===== config.mk =====
export PLATFORM = sky130hd
export DESIGN_NAME = buzzer_tone_generator
export DESIGN_NICKNAME = d
export VERILOG_FILES = /design/src/logic/buzzer_pkg.sv /design/src/logic/tone_if.sv /design/src/logic/buzzer_tone_generator.sv /design/src/logic/tone_pwm.sv
export SDC_FILE = /design/constraint.sdc
export NUM_CORES = 1
export LEC_CHECK = 0
export BUFFER_PORTS_ARGS = -buffer_cell sky130_fd_sc_hd__buf_2
export CORE_MARGIN = 2
export CORE_UTILIZATION = 58
export DETAILED_ROUTE_END_ITERATION = 6
export PLACE_DENSITY = 0.79
export SYNTH_ARGS = -nofsm -noshare
export SYNTH_HDL_FRONTEND = slang
export SYNTH_HIERARCHICAL = 1
export SYNTH_SLANG_ARGS = --single-unit

===== constraint.sdc =====
create_clock -name clk -period 2.9 [get_ports clk]
set_clock_uncertainty 0.05 [all_clocks]
set_input_delay 0.725 -clock clk [delete_from_list [all_inputs] [get_ports clk]]
set_output_delay 0.725 -clock clk [all_outputs]
set_load 0.02 [all_outputs]

===== src/logic/buzzer_pkg.sv =====
// Constants shared by the buzzer tone generator files
package buzzer_pkg;
   // Low-speed oscillator in Hz; 256 Hz strobe divides it by 128
   localparam int OSC_HZ = 32768;
   localparam int STROBE_HZ = 256;
   localparam int STROBE_DIV = OSC_HZ / STROBE_HZ;
   localparam logic [6:0] STROBE_LAST = 7'(STROBE_DIV - 1);
   // Stage and one-shot times in microseconds
   localparam int ENV_STEP_LONG_US = 125000;
   localparam int ENV_STEP_SHORT_US = 62500;
   localparam int SHOT_LONG_US = 125000;
   localparam int SHOT_SHORT_US = 31250;
   // Same times as counts of 256 Hz strobes
   localparam logic [5:0] ENV_STEP_LONG_N =
      6'(ENV_STEP_LONG_US * STROBE_HZ / 1000000);
   localparam logic [5:0] ENV_STEP_SHORT_N =
      6'(ENV_STEP_SHORT_US * STROBE_HZ / 1000000);
   localparam logic [5:0] SHOT_LONG_N =
      6'(SHOT_LONG_US * STROBE_HZ / 1000000);
   localparam logic [5:0] SHOT_SHORT_N =
      6'(SHOT_SHORT_US * STROBE_HZ / 1000000);
   // Tone period in base ticks and full-level low count, by freq[1:0]
   localparam logic [4:0] PERIOD_0 = 5'h10;
   localparam logic [4:0] PERIOD_1 = 5'h14;
   localparam logic [4:0] PERIOD_2 = 5'h18;
   localparam logic [4:0] PERIOD_3 = 5'h1c;
   localparam logic [4:0] LOW_BASE_8 = 5'h08;
   localparam logic [4:0] LOW_BASE_12 = 5'h0c;
   localparam logic [2:0] LEVEL_FIRST = 3'h0;
   localparam logic [2:0] LEVEL_LAST = 3'h7;
   typedef enum {SHOT_IDLE, SHOT_WAIT, SHOT_RUN} shot_state_t;
endpackage


===== src/logic/tone_if.sv =====
// Carrier between the tone controller and the period counter
`timescale 1ns/1ps
interface tone_if #(parameter int CNT_W = 5);
   logic enable;
   logic tick;
   logic [CNT_W-1:0] period;
   logic [CNT_W-1:0] low_count;
   logic wave;
   modport ctrl(output enable, output tick, output period,
      output low_count, input wave);
   modport gen(input enable, input tick, input period,
      input low_count, output wave);
endinterface


===== src/logic/buzzer_tone_generator.sv =====
// Buzzer tone generator: divider, duty, envelope and one-shot control
// Operation
// - Continuous or one-shot drives tone ANDed with port data bit, else pin follows the bit
// - Tone divides 32.768 kHz oscillator, eight frequencies
// - Three-bit select picks 4096 to 1170.3 Hz
// - Level n gives (8-n)/16 at 4096/2048 Hz
// - Level n gives (8-n)/20 at 3276.8/1638.4
// - Level n gives (12-n)/24 or (12-n)/28
// - Duty is low time over full period
// - Active envelope overrides level select
// - Envelope starts level 0, steps, holds level 7
// - One-shot starts, stops aligned to 256 Hz
// - Force stop immediate; one-shot ignored while continuous
// - One-shot trigger clears envelope enable
`timescale 1ns/1ps
module buzzer_tone_generator (
   input wire logic clk,
   input wire logic rst,
   input wire logic low_speed_oscillator,
   input wire logic continuous_tone_on,
   input wire logic [2:0] tone_freq_select,
   input wire logic [2:0] tone_level_select,
   input wire logic envelope_enable_write,
   input wire logic envelope_enable_data,
   input wire logic envelope_restart,
   input wire logic envelope_step_time_select,
   input wire logic single_shot_trigger,
   input wire logic single_shot_force_stop,
   input wire logic single_shot_length_select,
   input wire logic shared_pin_data_bit,
   output logic shared_output_pin,
   output logic single_shot_busy,
   output logic envelope_enable,
   output logic [2:0] envelope_level
);
   logic osc_meta;
   logic osc_sync;
   logic osc_prev;
   logic tick_fast;
   logic tick_slow;
   logic tick_256;
   logic [6:0] strobe_div;
   logic [5:0] env_count;
   logic [5:0] shot_count;
   logic cont_prev;
   logic env_active;
   logic shot_on;
   logic [2:0] level;
   logic [4:0] low_base;
   buzzer_pkg::shot_state_t shot_state;
   tone_if #(.CNT_W(5)) tone();

   // Oscillator crosses in via two flops; edges taken after them
   always_ff @(posedge clk or posedge rst) begin
      if (rst) begin
         osc_meta <= 1'b0;
         osc_sync <= 1'b0;
         osc_prev <= 1'b0;
      end else begin
         osc_meta <= low_speed_oscillator;
         osc_sync <= osc_meta;
         osc_prev <= osc_sync;
      end
   end

   // Both edges give 65.536 kHz, rising edges 32.768 kHz
   always_ff @(posedge clk or posedge rst) begin
      if (rst) begin
         tick_fast <= 1'b0;
         tick_slow <= 1'b0;
      end else begin
         tick_fast <= osc_sync ^ osc_prev;
         tick_slow <= osc_sync & !osc_prev;
      end
   end

   always_ff @(posedge clk or posedge rst) begin
      if (rst) begin
         strobe_div <= 7'h00;
         tick_256 <= 1'b0;
      end else begin
         tick_256 <= tick_slow && strobe_div == buzzer_pkg::STROBE_LAST;
         if (tick_slow) begin
            strobe_div <= strobe_div + 7'h01;
         end
      end
   end

   // Frequency and duty selection
   always_comb begin
      case (tone_freq_select[1:0])
         2'h0: tone.period = buzzer_pkg::PERIOD_0;
         2'h1: tone.period = buzzer_pkg::PERIOD_1;
         2'h2: tone.period = buzzer_pkg::PERIOD_2;
         default: tone.period = buzzer_pkg::PERIOD_3;
      endcase
      low_base = tone_freq_select[1] ? buzzer_pkg::LOW_BASE_12
         : buzzer_pkg::LOW_BASE_8;
   end

   assign env_active = envelope_enable && continuous_tone_on;
   assign level = env_active ? envelope_level : tone_level_select;
   assign tone.low_count = low_base - {2'h0, level};
   assign tone.tick = tone_freq_select[2] ? tick_slow : tick_fast;
   assign tone.enable = continuous_tone_on || shot_on;

   tone_pwm #(.CNT_W(5)) u_pwm (
      .clk(clk),
      .rst(rst),
      .t(tone.gen)
   );

   // Trigger write wins over a same-cycle enable write
   always_ff @(posedge clk or posedge rst) begin
      if (rst) begin
         envelope_enable <= 1'b0;
      end else if (single_shot_trigger) begin
         envelope_enable <= 1'b0;
      end else if (envelope_enable_write) begin
         envelope_enable <= envelope_enable_data;
      end
   end

   always_ff @(posedge clk or posedge rst) begin
      if (rst) begin
         cont_prev <= 1'b0;
      end else begin
         cont_prev <= continuous_tone_on;
      end
   end

   // Envelope steps on 256 Hz strobes, saturating at the last level
   always_ff @(posedge clk or posedge rst) begin
      if (rst) begin
         envelope_level <= buzzer_pkg::LEVEL_FIRST;
         env_count <= 6'h00;
      end else if (!env_active || !cont_prev || envelope_restart) begin
         envelope_level <= buzzer_pkg::LEVEL_FIRST;
         env_count <= 6'h00;
      end else if (tick_256) begin
         if (env_count == (envelope_step_time_select
               ? buzzer_pkg::ENV_STEP_SHORT_N
               : buzzer_pkg::ENV_STEP_LONG_N) - 6'h01) begin
            env_count <= 6'h00;
            if (envelope_level != buzzer_pkg::LEVEL_LAST) begin
               envelope_level <= envelope_level + 3'h1;
            end
         end else begin
            env_count <= env_count + 6'h01;
         end
      end
   end

   // One-shot: wait for strobe, run a set number of strobes
   always_ff @(posedge clk or posedge rst) begin
      if (rst) begin
         shot_state <= buzzer_pkg::SHOT_IDLE;
         shot_count <= 6'h00;
      end else if (single_shot_force_stop || continuous_tone_on) begin
         shot_state <= buzzer_pkg::SHOT_IDLE;
         shot_count <= 6'h00;
      end else begin
         case (shot_state)
            buzzer_pkg::SHOT_IDLE: begin
               if (single_shot_trigger) begin
                  shot_state <= buzzer_pkg::SHOT_WAIT;
               end
            end
            buzzer_pkg::SHOT_WAIT: begin
               if (tick_256) begin
                  shot_state <= buzzer_pkg::SHOT_RUN;
                  shot_count <= 6'h00;
               end
            end
            buzzer_pkg::SHOT_RUN: begin
               if (tick_256) begin
                  if (shot_count == (single_shot_length_select
                        ? buzzer_pkg::SHOT_SHORT_N
                        : buzzer_pkg::SHOT_LONG_N) - 6'h01) begin
                     shot_state <= buzzer_pkg::SHOT_IDLE;
                  end else begin
                     shot_count <= shot_count + 6'h01;
                  end
               end
            end
            default: shot_state <= buzzer_pkg::SHOT_IDLE;
         endcase
      end
   end

   assign shot_on = shot_state == buzzer_pkg::SHOT_RUN;

   // Port bit passes through when idle; the tone only pulls it low
   always_ff @(posedge clk or posedge rst) begin
      if (rst) begin
         shared_output_pin <= 1'b1;
         single_shot_busy <= 1'b0;
      end else begin
         shared_output_pin <= tone.wave & shared_pin_data_bit;
         single_shot_busy <= shot_state != buzzer_pkg::SHOT_IDLE
            && !single_shot_force_stop && !continuous_tone_on;
      end
   end

   a_idle_pin_high: assert property (@(posedge clk) disable iff (rst)
      !tone.enable |=> shared_output_pin == $past(shared_pin_data_bit))
      else $error("pin not idle while tone off");
   a_shot_sync: assert property (@(posedge clk) disable iff (rst)
      $rose(shot_on) |-> $past(tick_256))
      else $error("one-shot start not on strobe");
   a_force_stop: assert property (@(posedge clk) disable iff (rst)
      single_shot_force_stop |=> !shot_on ##1 !single_shot_busy)
      else $error("force stop did not end one-shot");
   a_cont_blocks: assert property (@(posedge clk) disable iff (rst)
      continuous_tone_on |=> shot_state == buzzer_pkg::SHOT_IDLE)
      else $error("one-shot ran during continuous tone");
   a_trig_env_off: assert property (@(posedge clk) disable iff (rst)
      single_shot_trigger |=> !envelope_enable)
      else $error("trigger left envelope enabled");
   a_env_hold: assert property (@(posedge clk) disable iff (rst)
      env_active && cont_prev && !envelope_restart
      && envelope_level == buzzer_pkg::LEVEL_LAST
      |=> envelope_level == buzzer_pkg::LEVEL_LAST)
      else $error("envelope left its last level");
   a_env_restart: assert property (@(posedge clk) disable iff (rst)
      envelope_restart |=> envelope_level == buzzer_pkg::LEVEL_FIRST)
      else $error("envelope restart ignored");
   a_duty_select: assert property (@(posedge clk) disable iff (rst)
      !env_active |-> tone.low_count == low_base - tone_level_select)
      else $error("low count does not follow level select");
   a_env_duty: assert property (@(posedge clk) disable iff (rst)
      env_active |-> tone.low_count == low_base - envelope_level)
      else $error("envelope level not applied");
   c_shot_done: cover property (@(posedge clk) disable iff (rst)
      shot_on ##1 !shot_on);
   c_env_last: cover property (@(posedge clk) disable iff (rst)
      env_active && envelope_level == buzzer_pkg::LEVEL_LAST);
   c_cont_tone: cover property (@(posedge clk) disable iff (rst)
      continuous_tone_on && !shared_output_pin);
endmodule


===== src/logic/tone_pwm.sv =====
// Tone period counter producing the low-then-high waveform
`timescale 1ns/1ps
module tone_pwm #(parameter int CNT_W = 5) (
   input wire logic clk,
   input wire logic rst,
   tone_if.gen t
);
   logic [CNT_W-1:0] count;

   generate
      if (CNT_W < 5) begin : g_width_check
         $error("tone_pwm: CNT_W must hold a 28-tick period");
      end
   endgenerate

   // Counter parks at zero so a new tone opens with its low phase
   always_ff @(posedge clk or posedge rst) begin
      if (rst) begin
         count <= '0;
      end else if (!t.enable) begin
         count <= '0;
      end else if (t.tick) begin
         if (count == t.period - 1'b1) begin
            count <= '0;
         end else begin
            count <= count + 1'b1;
         end
      end
   end

   assign t.wave = !(t.enable && count < t.low_count);

   a_period_wrap: assert property (@(posedge clk) disable iff (rst)
      t.enable && t.tick && count == t.period - 1'b1 |=> count == 0)
      else $error("period counter did not wrap");
   a_low_first: assert property (@(posedge clk) disable iff (rst)
      t.enable && count < t.low_count |-> !t.wave)
      else $error("wave high during low phase");
   a_high_rest: assert property (@(posedge clk) disable iff (rst)
      t.enable && count >= t.low_count |-> t.wave)
      else $error("wave low during high phase");
   c_period_done: cover property (@(posedge clk) disable iff (rst)
      t.enable && t.tick && count == t.period - 1'b1);
endmodule

Yosys cells after proc, flatten, opt, wreduce, memory -nomap -nowiden
Cells that the tools add are included.
Word-level totals
  bits in registers: 69
  bits in latches: 0
  RAM bits: 0
  bits in read-only memories: 0
  input bits: 18
  output and inout bits: 6
  logic and storage cells: 100
  memories kept: 0
Operators by class
  add/subtract/negate cells: 9
  multiply operators: 0
  divide/modulo/power cells: 0
  order comparisons: 1
  equal/unequal tests: 16
  shift-type cells: 0
  mux-type cells: 29
  bitwise operators: 3
  reductions and logical operators: 26
Operators with widths (count)
  2-to-1 mux 32 bit: 5
  case mux 32 bit (3 select lines): 1
  2-to-1 mux 6 bit: 9
  == test 32 x 1 -> 1 bit (second input constant): 1
  == test 32 x 2 -> 1 bit (second input constant): 1
  == test 32 x 3 -> 1 bit (second input constant): 1
  logical NOT 32 bit: 1
  nonzero test 32 bit: 1
  2-to-1 mux 3 bit: 6
  != test 3 bit (second input constant): 6
  2-to-1 mux 5 bit: 3
  adder 6 x 1 -> 6 bit (second input constant): 2
  == test 6 bit: 2
  case mux 4 bit (3 select lines): 1
  case mux 6 bit (2 select lines): 1
  subtractor 6 x 1 -> 6 bit (second input constant): 2
  AND reduction 4 bit: 2
  nonzero test 2 bit: 4
  adder 7 x 1 -> 7 bit (second input constant): 1
  == test 7 bit (second input constant): 1
  logical NOT 1 bit: 6
  adder 5 x 1 -> 5 bit (second input constant): 1
  == test 5 bit: 1
  logical AND 1 bit: 5
  other kinds (14): 20

Depth between registers and ports, before layout
Gate-level depths: netlist (run 1).
  word-level depth: 7
  depth in mapped cells: 10
  mapped depth without buffers: 10

Cells and area by module
The synthesis (run 1) kept the hierarchy.
By module, submodules not included
  buzzer_tone_generator: instances 1, cells each 159, area each 1717.9 um^2, sequential area each 852.1 um^2
  tone_pwm: instances 1, cells each 56, area each 495.5 um^2, sequential area each 125.1 um^2

Least setup slack after synthesis (run 1)
Ideal clock, no wire load.
  path type: input to register
  start: input port continuous_tone_on
  end: register shared_output_pin
  library setup time: 77 ps
  arrival: 2277 ps
  data required time: 2773 ps
  slack: 496 ps
  stages: 10
  path buffers: 0
  path through: nand2_1 mux2i_1 ha_1 inv_1 ha_1 a21o_1 a21o_1 a21oi_1 o21ai_0 and2_1
Between the ends
  cells in the longest elaborated chain, start to end: 7
  elaborated cells between the ends (all ways): 8
  classes of those cells: add/sub (1); order compare (1); mux (1); bitwise (1); reduce/logical (4)
Ends and longest elaborated chain
  start: declaration: line buzzer_tone_generator.sv:20  | input wire logic continuous_tone_on,
  logical AND 1 bit: line buzzer_tone_generator.sv:101  | assign env_active = envelope_enable && continuous_tone_on;
  2-to-1 mux 3 bit: line buzzer_tone_generator.sv:102  | assign level = env_active ? envelope_level : tone_level_select;
  subtractor 4 x 3 -> 5 bit: line buzzer_tone_generator.sv:103  | assign tone.low_count = low_base - {2'h0, level};
  via tone.low_count[1]: line tone_if.sv:7  | logic [CNT_W-1:0] low_count;
  less-than comparator 5 bit: line tone_pwm.sv:31  | assign t.wave = !(t.enable && count < t.low_count);
  logical AND 1 bit: line tone_pwm.sv:31
  logical NOT 1 bit: line tone_pwm.sv:31
  via tone.wave: line tone_if.sv:8  | logic wave;
  AND 1 bit: line buzzer_tone_generator.sv:199  | shared_output_pin <= tone.wave & shared_pin_data_bit;
  end signal: assignment: line buzzer_tone_generator.sv:199
  end: declaration: line buzzer_tone_generator.sv:31  | output logic shared_output_pin,
The timed path passes the listed nets, and every way through them passes these cells.
A chain may end at the register's enable or synchronous reset.

Worst setup path in the final report (run 1)
Ends and elaborated chain as after synthesis.

==> results of run 1 <==
[power by group through the flow]
stage | combinational (mW) | sequential (mW) | clock, mW
after CTS | 0.169 | 0.639 | 0.478
after floorplan | 0.130 | 0.640 | 0
after global routing | 0.193 | 0.647 | 0.497
after global placement | 0.161 | 0.647 | 0
final | 0.167 | 0.640 | 0.465
after detailed placement | 0.168 | 0.650 | 0
[path summary, 6_finish.rpt]
check,start,end,cells past startpoint
max,continuous_tone_on,shared_output_pin,11
min,rst,u_pwm/count[0],2
max reg2reg,envelope_enable,shared_output_pin,10
min reg2reg,osc_meta,osc_sync,0
max in group asynchronous,rst,shared_output_pin,3
min in group clk,osc_meta,osc_sync,0
[sequential cells by signal, summed over array words and instances (netlist names), 2 cells and up]
register        cells
strobe_div          7
env_count           6
shot_count          6
u_pwm/count         5
envelope_level      3
shot_state          2
[placed cells by master, fill, tap and decap left out, types with 3 or more instances in the layout]
master,Yosys,routed
and2_1,3,3
xor2_1,8,8
o41ai_1,3,3
nand2b_1,7,7
nand3_1,9,9
nor2b_1,4,4
buf_2,0,23
a22o_1,5,5
dfrtp_1,38,38
o21ai_0,5,5
or3_1,3,3
nor2_1,15,15
inv_1,16,16
conb_1,2,7
a21oi_1,7,7
mux2_2,3,3
nand4_1,4,4
clkbuf_8,0,6
xnor2_1,8,8
ha_1,14,14
mux2i_1,7,7
or2_2,3,3
nand2_1,10,10
[cells by family (layout without fill, tap and decap cells)]
group / count (synthesis) / count (layout) / share of synthesized area
buf+inv: 21 / 49 / 0.0390
fa+ha+maj: 14 / 14 / 0.0791
mux: 10 / 10 / 0.0469
compound gates: 40 / 40 / 0.137
other cells: 2 / 7 / 0.00339
flops: 39 / 39 / 0.441
xor+xnor: 16 / 16 / 0.0633
simple gates: 73 / 73 / 0.190
[worst max-delay path: cells and delay by family]
kind                     cells  cell delay, ps
multiplexers                 1             310
AND/OR/NAND/NOR              2             300
buffers and inverters        2             170
AO/OA/AOI/OAI                4             510
adder cells (fa/ha/maj)      2             490
[through the flow]
stage / worst slack (ps) / util / power, mW
6_report: 569 / 0.687 / 1.27
5_1_grt: 395 / 0.687 / 1.34
4_1_cts: 569 / 0.687 / 1.29
3_5_place_dp: 253 / 0.654 / 0.817
3_3_place_gp: 302 / 0.654 / 0.808
2_1_floorplan: 496 / - / 0.770
[layer usage]
layer | GRT usage | routed length, um
met5 | 0 | 0
met4 | 0.0651 | 52
met2 | 0.323 | 1770
met1 | 0.269 | 1820
met3 | 0.0511 | 194
[cell usage after synthesis, drive strengths merged, types with 3 or more instances]
cell / instances / area (um2)
dfrtp: 38 / 951
inv: 16 / 60.1
nor2: 15 / 56.3
ha: 14 / 175
nand2: 10 / 37.5
nand3: 9 / 45.0
a21oi: 8 / 43.8
xnor2: 8 / 70.1
xor2: 8 / 70.1
mux2i: 7 / 70.1
nand2b: 7 / 43.8
o21ai: 6 / 30.0
a22o: 5 / 43.8
and2: 4 / 27.5
clkbuf: 4 / 15.0
nand4: 4 / 25.0
nor2b: 4 / 25.0
or2: 4 / 27.5
a211oi: 3 / 35.0
a31o: 3 / 26.3
mux2: 3 / 33.8
o41ai: 3 / 26.3
or3: 3 / 18.8
[area by class of cell]
type                       count  area (um2)
clock buffer                   6        82.6
clock inverter                 2        35.0
fill                         293        1150
inverter                      16        60.1
multi-input combinational    160        1170
sequential                    39         977
tap                           48        60.1
timing repair buffer          25         130
==> metrics.md, run 1 <==
| Metric | Value |
|---|---|
| Leakage | 1.20 nW |
| Asr flop ratio synth | 1.00 |
| DRT Wirelength | 3840 um |
| Die height | 65.8 um |
| NetSw | 0.314 mW |
| Total number of vias | 1616 |
| Layout Cells excl Fill | 296 |
| Element type at the critical path start | primary input |
| Reg power frac | 0.503 |
| Yosys reg bits | 39 |
| Vias per cell | 5.46 |
| Register area share after synthesis | 0.441 |
| Cell variety after synth | 52 |
| Areal power density over the cells | 506 nW/um2 |
| Die area | 4330 um2 |
| Slowest cell on crit path | mux2i_1 |
| Mean Syn Cell Area | 10.3 um2 |
| Slew @ Worst Pin | 511 ps |
| Syn. warnings | 6 |
| All-Layer GR Usage | 0.202 |
| WL per Instance | 13.0 um |
| Hold Violations, Final | 0 |
| Synthesized area | 2210 um2 |
| Clock root buffer master | clkbuf_8 |
| Area grow syn2layout | 13.6% |
| CORE AREA | 3660 um2 |
| CP cell instances | buf_2 -> nand2_1 -> mux2i_1 -> ha_1 -> inv_1 -> ha_1 -> a21o_1 -> a21o_1 -> a21oi_1 -> o21ai_0 -> and2_1 |
| Num ports | 24 |
| Row cnt | 22 |
| Hold_buf cts | 0 |
| Max_slew headroom | 0.658 |
| Max-cap violations | 0 |
| Main flop type after synthesis | dfrtp_1 |
| Placed cell area | 2400 um2 |
| Combinational share of power | 0.131 |
| Fmax | 429 MHz |
| Die span in x | 65.8 um |
| Sink Count | 39 |
| Share of cells above drive strength 1 | 0.198 |
| Internal | 0.957 mW |
| DRT Pass-1 Iters | 4 |
| Number of DRC markers in iteration 0 | 83 |
| Setup_tns | 0 ps |
| Status | completed |
| Residual overflow from global routing | 0 |
| CP Class | in -> reg |
| H-Tree Depth | 2 |
| Remaining antenna violation count | 0 |
| Minimum clock period after layout | 2330 ps |
| Final Slew Violations | 0 |
| # DRC | 0 |
| Clock share of power | 0.366 |
| Final #Nets | 279 |
| DP HPWL | 2810 um |
| Setup Viol. Count Final | 0 |
| Post-Synthesis Cells | 215 |
| Net Sw Frac | 0.247 |
| Worst-Skew Late Latency | 290 ps |
| RD Place Congestion | 0.827 |
| Crit-path max cell delay | 310 ps |
| Post-CTS setup buffers | 0 |
| Worst endpoint data arrival time | 2510 ps |
| Initial Util | 0.605 |
| N_diodes | 0 |
| Initial antenna violation count | 0 |
| Clk slew on worst S/H paths | 80 ps |
| Critical Path RT | 3080 ps |
| Pin count of the biggest net entering global routing | 35 |
| CTS Buf Count | 5 |
| RSZ-0062 raised after global routing | no |
| Tcrit/Tclk final | 0.804 |
| Non-Filler Cell Area, Final | 2510 um2 |
| Peak VDD IR | 0.000430 V |
| CTS Buffer Depth | 2 |
| First-pass GRT wire length | 6710 um |
| Vias in the first global route | 1558 |
| I/O Buffers | 23 |
| CTS tree | yes |
| Number of synthesized flops with an enable pin | 0 |
| Hold WS | 284 ps |
| Worst Hold Class | in -> async |
| Cts repair resizes | 0 |
| CP max FO | 3 |
| Reg2reg setup slack | 660 ps |
| Crit path capture type | register |
| Placed instance count | 288 |
No activity file was read; power rests on OpenSTA's default activity.
==> run 2: changes to the inputs <==
==> constraint.sdc (replaced) <==
create_clock -name clk -period 2.15 [get_ports clk]
set_clock_uncertainty 0.05 [all_clocks]
set_input_delay 0.5375 -clock clk [delete_from_list [all_inputs] [get_ports clk]]
set_output_delay 0.5375 -clock clk [all_outputs]
set_load 0.02 [all_outputs]
==> metrics.md, run 2 (synthesis results as in run 1) <==
| Metric | Value |
|---|---|
| Crit path capture type | register |
| Max-cap violations | 0 (unchanged) |
| Combinational share of power | 0.140 (+0.009) |
| Share of cells above drive strength 1 | 0.229 (+0.0317) |
| Remaining antenna violation count | 0 (unchanged) |
| H-Tree Depth | 2 (unchanged) |
| Final #Nets | 284 (+1.8%) |
| Die span in x | 65.8 um (unchanged) |
| Area grow syn2layout | 16.9% |
| RSZ-0062 raised after global routing | yes |
| CP max FO | 3 (unchanged) |
| Reg power frac | 0.496 (-0.007) |
| DRT Pass-1 Iters | 4 (unchanged) |
| Leakage | 1.23 nW (+2.5%) |
| Setup_tns | 0 ps (unchanged) |
| R2R Path Start | envelope_enable |
| Vias in the first global route | 1550 (-0.51%) |
| Initial antenna violation count | 0 (unchanged) |
| First-pass GRT wire length | 6620 um (-1.3%) |
| Fill cells | 284 (-3.1%) |
| WL per Instance | 12.9 um (-0.81%) |
| Clk slew on worst S/H paths | 80 ps (about the same) |
| Internal | 1.30 mW (+36%) |
| RD Place Congestion | 0.794 (-4.0%) |
| NetSw | 0.439 mW (+40%) |
| Worst Hold Class | in -> async |
| Hold WS | 98.5 ps (-185 ps) |
| PnR worst setup slack | 80.2 ps (-489 ps) |
| Max reg flops | 7 (unchanged) |
| Sink Count | 39 (unchanged) |
| Clock share of power | 0.365 (about the same) |
| N_diodes | 0 (unchanged) |
| I/O Buffers | 23 (unchanged) |
| Areal power density over the cells | 673 nW/um2 (+33%) |
| All-Layer GR Usage | 0.197 (-0.00529) |
| Die height | 65.8 um (unchanged) |
| Most common cell after layout, fill and taps aside | dfrtp_1 |
| Setup Viol. Count Final | 0 (unchanged) |
| CP Class | reg -> reg |
| Reg2reg setup slack | 80 ps (-580 ps) |
| Hold_buf cts | 0 (unchanged) |
| Row cnt | 22 (unchanged) |
| Layer with the highest usage | met2 |
| Post-CTS setup buffers | 0 (unchanged) |
| FF-to-FF End | shared_output_pin |
| DP HPWL | 2810 um (-0.15%) |
| CORE AREA | 3660 um2 (unchanged) |
| Total number of vias | 1644 (+1.7%) |
| Biggest register | strobe_div |
| Layout Cells excl Fill | 301 (+1.7%) |
| Clock root buffer master | clkbuf_8 |
| Peak VDD IR | 0.000439 V (+2.3%) |
| Final Slew Violations | 0 (unchanged) |
| Met2 Use GR | 0.316 (-0.00758) |
| Routing usage on met1 | 0.265 (-0.00360) |
| Element type at the critical path start | register |
| Minimum clock period after layout | 2070 ps |
| CTS Buffer Depth | 2 (unchanged) |
| Tcrit/Tclk final | 0.963 |
| Worst-Skew Late Latency | 280 ps (about the same) |
| Hold Violations, Final | 0 (unchanged) |
| Status | completed |
| CTS tree | yes |
| Cts repair resizes | 0 (unchanged) |
| Die area | 4330 um2 (unchanged) |
| DRT Wirelength | 3870 um (+0.86%) |
| Worst endpoint data arrival time | 2240 ps (-270 ps) |
| # DRC | 0 (unchanged) |
| Net Sw Frac | 0.252 (+0.00551) |
| Placed instance count | 293 (+1.7%) |
| Num ports | 24 (unchanged) |
| Initial Util | 0.605 (unchanged) |
| Residual overflow from global routing | 0 (unchanged) |
| R2r worst-path depth | 10 (unchanged) |
| Fmax | 483 MHz |
| CTS Buf Count | 5 (unchanged) |
| Commonest cells after routing, fill and taps aside | dfrtp_1 (38), buf_2 (23), inv_1 (16), nor2_1 (15), ha_1 (13) |
| Critical Path RT | 2320 ps (-760 ps) |
| Number of DRC markers in iteration 0 | 96 (+16%) |
| Pre-CTS setup slack | -233 ps (-486 ps) |
| Regs by FF count | strobe_div x7, env_count x6, shot_count x6 |
| Vias per cell | 5.46 (about the same) |
| GR Util met3 | 0.0426 (-0.00852) |
| Pin count of the biggest net entering global routing | 35 (unchanged) |
-- run 2: changes by cell type in the layout (fill, tap and decap cells not counted), sizes merged --
cell / before / now
buf: 25 / 30
-- run 2: area by class of cell --
| class | instances | area (um2) | share of cell area |
|---|---|---|---|
| Sequential cell | 39 | 977 | 0.378 |
| Multi-Input combinational cell | 160 | 1200 | 0.466 |
| Timing Repair Buffer | 30 | 168 | 0.0648 |
| Inverter | 16 | 60.1 | 0.0232 |
| Clock buffer | 6 | 82.6 | 0.0319 |
| Tap cell | 48 | 60.1 | 0.0232 |
| Clock inverter | 2 | 35.0 | 0.0135 |
-- run 2: worst max-delay path, cell delays in order, from the launching register on --
cell     delay (ps)
dfrtp_1         410
nand2_4         120
mux2i_1         260
ha_1            270
inv_1            60
ha_1            220
a21o_1          150
a21o_1          150
a21oi_2         110
o21ai_1          70
and2_1          130
-- run 2: through the flow --
stage | total power, mW | utilization | instance area, um2
2_1_floorplan | 1.04 | - | 2240
3_5_place_dp | 1.12 | 0.668 | 2440
6_report | 1.74 | 0.707 | 2590
5_1_grt | 1.83 | 0.707 | 2590
3_3_place_gp | 1.10 | 0.668 | 2440
4_1_cts | 1.75 | 0.700 | 2560
-- run 2: worst max path at each step --
stage / from / to / cells past startpoint
final: envelope_enable / shared_output_pin / 10
after global routing: envelope_enable / shared_output_pin / 10
after CTS: envelope_enable / shared_output_pin / 10
after detailed placement: continuous_tone_on / shared_output_pin / 11
after global placement: continuous_tone_on / shared_output_pin / 11
after floorplan: continuous_tone_on / shared_output_pin / 10
-- run 2: layer usage --
metal / wire (um) / share of wire
met4: 30 / 0.0078
met1: 1910 / 0.49
met5: 0 / 0
met2: 1790 / 0.46
met3: 142 / 0.037
-- run 2: power groups by stage --
| stage | sequential, mW | combinational, mW | clock (mW) |
|---|---|---|---|
| 5_1_grt | 0.874 | 0.285 | 0.674 |
| 4_1_cts | 0.863 | 0.241 | 0.647 |
| 3_5_place_dp | 0.877 | 0.239 | 0 |
| 3_3_place_gp | 0.873 | 0.225 | 0 |
| 2_1_floorplan | 0.864 | 0.176 | 0 |
| 6_report | 0.863 | 0.243 | 0.635 |
